File: src/include/tsf_pkg.sv
// constants, register map and temperature helpers for the thermal status flags
package tsf_pkg;

   // apb address width and word index width
   localparam int unsigned APB_AW = 12;
   localparam int unsigned IDX_W  = 10;

   // register indices, byte address is four times the index
   localparam logic [IDX_W-1:0] IDX_STATUS_TWO = 10'h003;
   localparam logic [IDX_W-1:0] IDX_CTRL       = 10'h010;
   localparam logic [IDX_W-1:0] IDX_SHUT_LIM   = 10'h011;
   localparam logic [IDX_W-1:0] IDX_PASSIVE    = 10'h012;
   localparam logic [IDX_W-1:0] IDX_LCRIT_LIM  = 10'h013;
   localparam logic [IDX_W-1:0] IDX_RCRIT_LIM  = 10'h014;
   localparam logic [IDX_W-1:0] IDX_LIVE       = 10'h015;

   // status two field positions, bits 2..0 are reserved
   localparam int unsigned BIT_OVERTEMP_IN = 7;
   localparam int unsigned BIT_LOCAL_SHUT  = 6;
   localparam int unsigned BIT_PASSIVE     = 5;
   localparam int unsigned BIT_LOCAL_CRIT  = 4;
   localparam int unsigned BIT_REMOTE_CRIT = 3;

   // control register fields
   localparam int unsigned BIT_OT_IRQ_EN      = 0;
   localparam int unsigned BIT_PASSIVE_IRQ_EN = 1;

   // live state register fields
   localparam int unsigned BIT_LIVE_PIN_LOW    = 0;
   localparam int unsigned BIT_LIVE_ARMED      = 1;
   localparam int unsigned BIT_LIVE_ALERT      = 2;
   localparam int unsigned BIT_LIVE_OVER_LIMIT = 3;

   // reset values
   localparam logic [7:0] STATUS_TWO_RST = 8'h00;
   localparam logic [7:0] CTRL_RST       = 8'h00;
   localparam logic [7:0] SHUT_LIM_RST   = 8'h50;
   localparam logic [7:0] PASSIVE_RST    = 8'h28;
   localparam logic [7:0] LCRIT_LIM_RST  = 8'h5A;
   localparam logic [7:0] RCRIT_LIM_RST  = 8'h5A;

   // shutdown re-arm hysteresis in degrees c
   localparam logic signed [8:0] HYST_DEGC = 9'sd5;
   // cycles the pin input is ignored after we stop driving it
   localparam logic [1:0] RELEASE_GUARD = 2'h3;

   // signed temperature strictly above a limit
   function automatic logic temp_gt(input logic [7:0] t, input logic [7:0] lim);
      temp_gt = $signed(t) > $signed(lim);
   endfunction

   // signed temperature at or above a limit
   function automatic logic temp_ge(input logic [7:0] t, input logic [7:0] lim);
      temp_ge = $signed(t) >= $signed(lim);
   endfunction

   // temperature at least the hysteresis below a limit, no wrap
   function automatic logic temp_cool(input logic [7:0] t, input logic [7:0] lim);
      temp_cool = ($signed({t[7], t}) + HYST_DEGC) <= $signed({lim[7], lim});
   endfunction

endpackage

File: src/rtl/tsf_sync.sv
// two flip-flop synchroniser for pin inputs
`timescale 1ns/1ns
`default_nettype none
module tsf_sync #(
   parameter logic RST_VAL = 1'b1 // idle level of the pin
) (
   // clock and reset
   input  wire logic ref_clk,
   input  wire logic rst,
   input  wire logic ce,
   // pin in, synchronised level out
   input  wire logic d,
   output logic      q
);

   logic meta_q; // first stage, read only by the second stage

   // two stages, only the second stage looks at the first one
   always_ff @(posedge ref_clk or posedge rst) begin
      if (rst) begin
         meta_q <= RST_VAL;
         q      <= RST_VAL;
      end else if (ce) begin
         meta_q <= d;
         q      <= meta_q;
      end
   end

endmodule
`default_nettype wire

File: src/rtl/tsf_flag.sv
// one read-to-clear status flag evaluated on a strobe
`timescale 1ns/1ns
`default_nettype none
module tsf_flag #(
   parameter logic CLR_IDLE = 1'b1 // clear when the condition is false
) (
   // clock and reset
   input  wire logic ref_clk,
   input  wire logic rst,
   input  wire logic ce,
   // evaluation strobe and condition
   input  wire logic eval,
   input  wire logic cond,
   // clear from a completed read that returned this flag
   input  wire logic clr,
   output logic      flag_q
);

   // setting beats clearing so an event at the read edge is kept
   always_ff @(posedge ref_clk or posedge rst) begin
      if (rst) begin
         flag_q <= 1'b0;
      end else if (ce) begin
         if (eval && cond) begin
            flag_q <= 1'b1;
         end else if (clr || (eval && CLR_IDLE)) begin
            flag_q <= 1'b0;
         end
      end
   end

endmodule
`default_nettype wire

File: src/rtl/tsf_top.sv
// second thermal status register with flag logic, pins and apb slave
//
// The APB slave port was decided locally.
`timescale 1ns/1ns
`default_nettype none

// How it works
// status two resets to all zeros
// bit 7 sets when pin pulled low
// pin seen low forces full fan speed
// read clears bit 7, resets if held
// bit 6 set when local above shutdown
// set bit 6 pulls overtemp pin low
// bit 6 alerts only if enabled
// bit 6 clears on status one read
// after clear, stays clear until 5C below
// bit 5 set at or below passive temp
// bit 5 alerts only if enabled
// read clears bit 5, sets again on next monitor tick if still at or below
// bit 4 set at local critical
// bit 4 pulls over-limit low, always alerts
// bit 3 set at remote critical
// bit 3 pulls over-limit low, always alerts
// read clears critical flags, reassert if persisting
// bits 2..0 always read zero
// clear only flags actually returned
module tsf_top
   import tsf_pkg::*;
(
   // clock, reset, clock enable
   input  wire logic              ref_clk,
   input  wire logic              rst,
   input  wire logic              ce,
   // apb slave
   input  wire logic              psel,
   input  wire logic              penable,
   input  wire logic              pwrite,
   input  wire logic [APB_AW-1:0] paddr,
   input  wire logic [31:0]       pwdata,
   input  wire logic [3:0]        pstrb,
   output logic      [31:0]       prdata,
   output logic                   pready,
   output logic                   pslverr,
   // temperatures from the monitor, same clock
   input  wire logic              monitor_tick,
   input  wire logic [7:0]        local_temp,
   input  wire logic [7:0]        remote_temp,
   input  wire logic [7:0]        active_temp,
   // read strobe of the first status register
   input  wire logic              status_one_rd,
   // open-drain overtemp pin
   input  wire logic              overtemp_pin_in,
   output logic                   overtemp_pin_out,
   output logic                   overtemp_pin_oe,
   // active-low outputs and fan override
   output logic                   over_limit_pin_n,
   output logic                   smbalert_n,
   output logic                   fan_full_speed
);

   // software registers
   logic [7:0] ctrl_q;        // interrupt enables
   logic [7:0] shut_lim_q;    // local shutdown limit
   logic [7:0] passive_cooling_temp_q; // passive threshold
   logic [7:0] lcrit_lim_q;   // local critical limit
   logic [7:0] rcrit_lim_q;   // remote critical limit

   // flags of the status register
   logic overtemp_input_seen;  // bit 7
   logic local_shutdown_flag_q; // bit 6
   logic passive_cooling_flag; // bit 5
   logic local_critical_flag;  // bit 4
   logic remote_critical_flag; // bit 3
   logic shut_armed_q;         // shutdown may set again

   // pin sampling
   logic       pin_sync;       // synchronised pin level
   logic [1:0] guard_q;        // cycles to ignore after release
   logic       pin_low_seen;   // pulled low by someone else

   // apb decode
   logic [IDX_W-1:0] idx;     // word index
   logic             hit;     // mapped address
   logic             setup;   // setup phase, answer not yet armed
   logic             done;    // access completes this edge
   logic             wr_en;   // write takes effect
   logic             rd_two;  // completed read of status two
   logic [7:0]       rd_mux;  // read data of the addressed word
   logic [7:0]       status_two; // assembled status value
   logic [7:0]       clr_mask; // flags that were returned
   logic             alert;   // any enabled alert cause
   logic             over_limit; // any critical flag

   // ------------------------------------------------------------------
   // pin input
   // ------------------------------------------------------------------

   // the pin is asynchronous to ref_clk
   tsf_sync #(
      .RST_VAL (1'b1)
   ) u_pin_sync (
      .ref_clk (ref_clk),
      .rst     (rst),
      .ce      (ce),
      .d       (overtemp_pin_in),
      .q       (pin_sync)
   );

   // our own drive comes back through the synchroniser, so a low that
   // lingers after release must not count as an outside party
   always_ff @(posedge ref_clk or posedge rst) begin
      if (rst) begin
         guard_q <= 2'h0;
      end else if (ce) begin
         if (overtemp_pin_oe) begin
            guard_q <= RELEASE_GUARD;
         end else if (guard_q != 2'h0) begin
            guard_q <= guard_q - 2'h1;
         end
      end
   end

   // low only counts while we are not driving it ourselves
   assign pin_low_seen = !pin_sync && !overtemp_pin_oe && (guard_q == 2'h0);

   // ------------------------------------------------------------------
   // status flags
   // ------------------------------------------------------------------

   // bit 7 is checked every cycle and only a read clears it
   tsf_flag #(
      .CLR_IDLE (1'b0)
   ) u_flag_pin (
      .ref_clk (ref_clk),
      .rst     (rst),
      .ce      (ce),
      .eval    (1'b1),
      .cond    (pin_low_seen),
      .clr     (clr_mask[BIT_OVERTEMP_IN]),
      .flag_q  (overtemp_input_seen)
   );

   // bit 5 follows the active control temperature each monitor cycle
   tsf_flag #(
      .CLR_IDLE (1'b1)
   ) u_flag_passive (
      .ref_clk (ref_clk),
      .rst     (rst),
      .ce      (ce),
      .eval    (monitor_tick),
      .cond    (!temp_gt(active_temp, passive_cooling_temp_q)),
      .clr     (clr_mask[BIT_PASSIVE]),
      .flag_q  (passive_cooling_flag)
   );

   // bit 4, local critical
   tsf_flag #(
      .CLR_IDLE (1'b1)
   ) u_flag_lcrit (
      .ref_clk (ref_clk),
      .rst     (rst),
      .ce      (ce),
      .eval    (monitor_tick),
      .cond    (temp_ge(local_temp, lcrit_lim_q)),
      .clr     (clr_mask[BIT_LOCAL_CRIT]),
      .flag_q  (local_critical_flag)
   );

   // bit 3, remote critical
   tsf_flag #(
      .CLR_IDLE (1'b1)
   ) u_flag_rcrit (
      .ref_clk (ref_clk),
      .rst     (rst),
      .ce      (ce),
      .eval    (monitor_tick),
      .cond    (temp_ge(remote_temp, rcrit_lim_q)),
      .clr     (clr_mask[BIT_REMOTE_CRIT]),
      .flag_q  (remote_critical_flag)
   );

   // bit 6, local shutdown; reading status two leaves it alone
   always_ff @(posedge ref_clk or posedge rst) begin
      if (rst) begin
         local_shutdown_flag_q <= 1'b0;
      end else if (ce) begin
         if (monitor_tick && shut_armed_q && !local_shutdown_flag_q
             && temp_gt(local_temp, shut_lim_q)) begin
            local_shutdown_flag_q <= 1'b1;
         end else if (status_one_rd) begin
            local_shutdown_flag_q <= 1'b0;
         end else if (monitor_tick && !temp_gt(local_temp, shut_lim_q)) begin
            local_shutdown_flag_q <= 1'b0;
         end
      end
   end

   // once software clears it, a persisting hot state must not re-set it
   always_ff @(posedge ref_clk or posedge rst) begin
      if (rst) begin
         shut_armed_q <= 1'b1;
      end else if (ce) begin
         if (status_one_rd && local_shutdown_flag_q) begin
            shut_armed_q <= 1'b0;
         end else if (monitor_tick && temp_cool(local_temp, shut_lim_q)) begin
            shut_armed_q <= 1'b1;
         end
      end
   end

   // assembled value, reserved bits fixed at zero
   always_comb begin
      status_two                  = STATUS_TWO_RST;
      status_two[BIT_OVERTEMP_IN] = overtemp_input_seen;
      status_two[BIT_LOCAL_SHUT]  = local_shutdown_flag_q;
      status_two[BIT_PASSIVE]     = passive_cooling_flag;
      status_two[BIT_LOCAL_CRIT]  = local_critical_flag;
      status_two[BIT_REMOTE_CRIT] = remote_critical_flag;
      status_two[2:0]             = 3'h0;
   end

   // ------------------------------------------------------------------
   // pins and alert
   // ------------------------------------------------------------------

   // causes gathered for the alert line
   assign over_limit = local_critical_flag || remote_critical_flag;
   assign alert = (local_shutdown_flag_q && ctrl_q[BIT_OT_IRQ_EN])
                || (passive_cooling_flag && ctrl_q[BIT_PASSIVE_IRQ_EN])
                || over_limit;

   // every pin is registered, so each lags the flag or level it follows by one cycle
   always_ff @(posedge ref_clk or posedge rst) begin
      if (rst) begin
         overtemp_pin_out <= 1'b0;
         overtemp_pin_oe  <= 1'b0;
         over_limit_pin_n <= 1'b1;
         smbalert_n       <= 1'b1;
         fan_full_speed   <= 1'b0;
      end else if (ce) begin
         overtemp_pin_out <= 1'b0;                  // open drain only pulls low
         overtemp_pin_oe  <= local_shutdown_flag_q;
         over_limit_pin_n <= !over_limit;
         smbalert_n       <= !alert;
         fan_full_speed   <= pin_low_seen;
      end
   end

   // ------------------------------------------------------------------
   // apb slave, no wait state, read data registered from a flop in the setup cycle
   // ------------------------------------------------------------------

   assign idx   = paddr[APB_AW-1:2];
   assign setup = psel && !penable && !pready;
   assign done  = psel && penable && pready;
   assign wr_en = done && pwrite && hit && pstrb[0];
   assign rd_two = done && !pwrite && hit && (idx == IDX_STATUS_TWO);

   // only what went out on prdata is cleared, later sets survive
   assign clr_mask = rd_two ? prdata[7:0] : 8'h00;

   // address decode and read data of the addressed word
   always_comb begin
      hit    = (paddr[1:0] == 2'h0);
      rd_mux = 8'h00;
      case (idx)
         IDX_STATUS_TWO: rd_mux = status_two;
         IDX_CTRL:       rd_mux = ctrl_q;
         IDX_SHUT_LIM:   rd_mux = shut_lim_q;
         IDX_PASSIVE:    rd_mux = passive_cooling_temp_q;
         IDX_LCRIT_LIM:  rd_mux = lcrit_lim_q;
         IDX_RCRIT_LIM:  rd_mux = rcrit_lim_q;
         IDX_LIVE: begin
            rd_mux[BIT_LIVE_PIN_LOW] = pin_low_seen;
            rd_mux[BIT_LIVE_ARMED]   = shut_armed_q;
            rd_mux[BIT_LIVE_ALERT]   = !smbalert_n;
            rd_mux[BIT_LIVE_OVER_LIMIT] = !over_limit_pin_n;
         end
         default: hit = 1'b0; // unmapped word answers with an error
      endcase
   end

   // answer: ready one cycle after setup, then dropped at completion
   always_ff @(posedge ref_clk or posedge rst) begin
      if (rst) begin
         pready  <= 1'b0;
         pslverr <= 1'b0;
         prdata  <= 32'h0000_0000;
      end else if (ce) begin
         if (setup) begin
            pready  <= 1'b1;
            pslverr <= !hit;
            prdata  <= (hit && !pwrite) ? {24'h00_0000, rd_mux} : 32'h0000_0000;
         end else if (done) begin
            pready  <= 1'b0;
            pslverr <= 1'b0;
         end
      end
   end

   // software registers, written at the completing edge only
   always_ff @(posedge ref_clk or posedge rst) begin
      if (rst) begin
         ctrl_q                 <= CTRL_RST;
         shut_lim_q             <= SHUT_LIM_RST;
         passive_cooling_temp_q <= PASSIVE_RST;
         lcrit_lim_q            <= LCRIT_LIM_RST;
         rcrit_lim_q            <= RCRIT_LIM_RST;
      end else if (ce && wr_en) begin
         case (idx)
            IDX_CTRL:      ctrl_q                 <= pwdata[7:0];
            IDX_SHUT_LIM:  shut_lim_q             <= pwdata[7:0];
            IDX_PASSIVE:   passive_cooling_temp_q <= pwdata[7:0];
            IDX_LCRIT_LIM: lcrit_lim_q            <= pwdata[7:0];
            IDX_RCRIT_LIM: rcrit_lim_q            <= pwdata[7:0];
            default: ; // status and live words are read only
         endcase
      end
   end

endmodule
`default_nettype wire

File: config.mk
export PLATFORM = sky130hd
export DESIGN_NAME = tsf_top
export DESIGN_NICKNAME = d
export VERILOG_FILES = /design/src/include/tsf_pkg.sv /design/src/rtl/tsf_sync.sv /design/src/rtl/tsf_flag.sv /design/src/rtl/tsf_top.sv
export SDC_FILE = /design/constraint.sdc
export NUM_CORES = 1
export LEC_CHECK = 0
export BUFFER_PORTS_ARGS = -buffer_cell sky130_fd_sc_hd__buf_2
export CAP_MARGIN = 25
export CORE_ASPECT_RATIO = 1.1
export CORE_MARGIN = 5
export CORE_UTILIZATION = 45
export DETAILED_ROUTE_END_ITERATION = 10
export PLACE_DENSITY = 0.78
export SYNTH_ARGS = -nofsm -noshare
export SYNTH_HDL_FRONTEND = slang
export SYNTH_SLANG_ARGS = --single-unit
File: constraint.sdc
create_clock -name ref_clk -period 1.7 [get_ports ref_clk]
set_input_delay 0.085 -clock ref_clk [delete_from_list [all_inputs] [get_ports ref_clk]]
set_output_delay 0.085 -clock ref_clk [all_outputs]
set_load 0.02 [all_outputs]
==> impl_metrics.yaml <==
finish:
  fill_cells: 812
  drive_gt1_frac: 0.409
  final_cell_area_mm2: 0.00575
  multi_input_area_mm2: 0.00274
  seqCellArea_mm2: 0.00162
  syn2layout_area_growth_pct: 29.8
  diodes: 0
  nets: 703
  layout.cells.non_filler: 704
routing:
  postRouteAntennaNets: 0
  num_vias: 4011
  via_per_inst: 5.70
  initialDrtViolationCount: 227
  wl_per_cell_um: 18.1
  first_pass_iters: 5
  totalWireLength_um: 12800
  drc: 0
grt:
  grt_pass1_wl_um: 20300
  grt_pass1_vias: 4099
  antenna_found_initial: 0
  grt_start_max_net_pins: 65
  overflow: 0
  grtUsageTotal: 0.211
outcome:
  failed_checks: "setup timing"
  status: "finished with violations"
logic_synthesis:
  yosysWarnings: 0
  ys_ff_latch: 64
  syn_area_mm2: 0.00443
  synth_cell_types: 63
  synth-async-reset-ratio: 1.00
  ys_seq_area_frac: 0.366
  synth_top_flop_cell: "dfrtp_1"
  synth_area_per_cell_um2: 9.88
  synth_edf_count: 0
  synth_cells: 449
clock_tree:
  root_buffer: "clkbuf_8"
  cts_tree: "built"
  cts.sinks: 64
  clock_latency_ns: 0.36
  clk_pin_slew_worst_paths_ns: 0.08
  clock_path_buffers: 2
  cts_buffers: 9
  cts_max_level: 3
timing:
  min_period_ns: 1.78
  fin_skew_ns: 0.0135
  worstMarginPinSlew_ns: 0.494
  setup_tns_ns: -1.05
  relSlewSlack: 0.666
  finalSetupViolCount: 18
  layout_worst_path_cycle_share: 1.05
  max_freq_ghz: 0.561
  hold_viol: 0
  maxSlewViolCount: 0
  rsz0062_at_grt: "yes"
  setup_slack_ns: -0.0820
worst_setup_path:
  crit_top_cell: "or4_4"
  crit_path_max_incr_delay_ns: 0.61
  cp.required_ns: 1.94
  reg2reg_setup_slack_ns: -0.07
  worst_path_dominant_cell_family: "simple AND/OR/NAND/NOR gates"
  start_kind: "primary input"
  cp.buffers_inverters: 1
  crit_type: "in -> reg"
  crit_chain: "buf_6 -> or4_4 -> or3_4 -> or4_4 -> mux2_4"
  endpoint_kind: "register"
  slowest_stage: "or4_4"
  worstPathArrival_ns: 2.02
  crit_fanout: 8
pwr:
  power_density_mw_per_mm2: 654
  leakagePower_nw: 2.78
  vdd_drop_max_v: 0.000357
placement:
  place_area_mm2: 0.00522
  dp_cells: 680
  numPortBuffers: 67
  pre_cts_ws_ns: -0.430
  hpwl_um: 9760
  gp_congestion: 0.919
floorplan:
  ioPinCount: 120
  dieWidth_um: 105
  die_h_um: 114
  fp.dieArea_mm2: 0.0119
  start_util: 0.455
  coreArea_mm2: 0.00975
  rows: 38
run:
  cap_violations: 0
worst_hold_path:
  hp-class: "in -> reg"
==> per-stage QoR <==
stage	util	power, mW	hold slack [ns]
after floorplan	-	2.22	0.193
after global placement	0.536	2.48	0.173
after detailed placement	0.536	2.52	0.181
after CTS	0.575	3.75	0.00708
after global routing	0.590	3.94	0.0207
final	0.590	3.76	0.0150
==> what timing repair did <==
action                                  4_1_cts  5_1_grt
buffers inserted                              4        3
endpoints found under the hold margin        49        0
pin swaps                                     8       16
gates resized for setup                      27       31
gates cloned                                  0        1
hold buffers                                  3        0
endpoints found under the setup margin       35       48
==> power by group <==
part / internal [mW] / switching (mW) / total, mW
combinational: 0.362 / 0.450 / 0.812
sequential: 1.64 / 0.112 / 1.75
clock: 0.539 / 0.663 / 1.20
total: 2.54 / 1.22 / 3.76
==> logic make-up (layout without fill, tap and decap cells) <==
family / count (synthesis) / after routing / share of synthesized area
fa+ha+maj: 43 / 43 / 0.121
flops: 64 / 64 / 0.366
compound gates: 104 / 104 / 0.151
other cells: 1 / 25 / 0.000846
xor+xnor: 6 / 6 / 0.0119
mux: 44 / 44 / 0.126
buf+inv: 84 / 195 / 0.0959
simple gates: 103 / 103 / 0.128
==> routing by layer <==
| metal | vias up | routed length (um) | global-route usage |
|---|---|---|---|
| met1 | 1956 | 5280 | 0.260 |
| li1 | 1846 | - | - |
| met2 | 171 | 6170 | 0.356 |
| met4 | 0 | 394 | 0.0853 |
| met3 | 38 | 916 | 0.0508 |
| met5 | - | 0 | 0 |
==> worst reg2reg max path: cells and delay by family (launching register included) <==
kind            cells  cell delay (ns)
compound gates      4             0.75
flops               1             0.56
fa+ha+maj           1             0.27
simple gates        1             0.08
buf+inv             1             0.05
==> cells in the final DEF, fill, tap and decap left out, types with 4 or more instances in the layout <==
cell and instances:
mux2_2 16, buf_2 65, buf_4 55, ha_1 37
dfstp_2 17, inv_1 45, clkbuf_8 9, a31oi_1 4
nand2_1 33, nand3_1 8, nor3_1 5, o211ai_1 5
ha_4 6, a222oi_1 4, conb_1 25, nor2b_1 5
mux2i_1 7, nor2_1 12, nand4_1 6, dfrtp_1 47
xnor2_1 4, a21oi_1 16, o21ai_0 34, mux2_4 19
buf_6 6
==> cells in the mapped netlist, drive strengths merged (4+ instances only) <==
| master | number | area, um^2 |
|---|---|---|
| inv | 48 | 180 |
| dfrtp | 47 | 1180 |
| ha | 43 | 538 |
| o21ai | 38 | 190 |
| mux2 | 36 | 465 |
| nand2 | 33 | 124 |
| buf | 29 | 219 |
| a21oi | 18 | 90.1 |
| dfstp | 17 | 447 |
| nor2 | 13 | 48.8 |
| nand3 | 11 | 55.1 |
| clkbuf | 7 | 26.3 |
| mux2i | 7 | 70.1 |
| nor3 | 7 | 35.0 |
| nand4 | 6 | 37.5 |
| nor2b | 5 | 31.3 |
| o211ai | 5 | 37.5 |
| a222oi | 4 | 40.0 |
| a31oi | 4 | 25.0 |
| nor3b | 4 | 30.0 |
| or3 | 4 | 30.0 |
| xnor2 | 4 | 35.0 |
==> flip-flops by register name (all words and copies together), names as in the netlist <==
| signal | cells |
|---|---|
| ctrl_q | 8 |
| lcrit_lim_q | 8 |
| passive_cooling_temp_q | 8 |
| prdata | 8 |
| rcrit_lim_q | 8 |
| shut_lim_q | 8 |
| guard_q | 2 |
| fan_full_speed | 1 |
| local_shutdown_flag_q | 1 |
| over_limit_pin_n | 1 |
| overtemp_pin_oe | 1 |
| pready | 1 |
| pslverr | 1 |
| shut_armed_q | 1 |
| smbalert_n | 1 |
| u_flag_lcrit.flag_q | 1 |
| u_flag_passive.flag_q | 1 |
| u_flag_pin.flag_q | 1 |
| u_flag_rcrit.flag_q | 1 |
| u_pin_sync.meta_q | 1 |
| u_pin_sync.q | 1 |
==> final timing paths <==
kind                               start                        end  cells after the start
setup / recovery               paddr[11]             lcrit_lim_q[7]                      5
min in group asynchronous            rst      u_flag_passive.flag_q                      4
max in group asynchronous            rst               u_pin_sync.q                      4
hold / removal                 pwdata[3]  passive_cooling_temp_q[3]                      3
hold reg to reg                prdata[6]                  prdata[6]                      2
setup reg to reg           shut_lim_q[4]               shut_armed_q                      7
==> layout make-up <==
cell class                      count  share of cell area
Sequential cell                    64               0.282
Multi-Input combinational cell    325               0.476
Timing Repair Buffer              131               0.152
Clock buffer                        9              0.0215
Tap cell                          120              0.0261
Clock inverter                      7              0.0100
Inverter                           48              0.0317
Power figures use the tool's default switching activity.
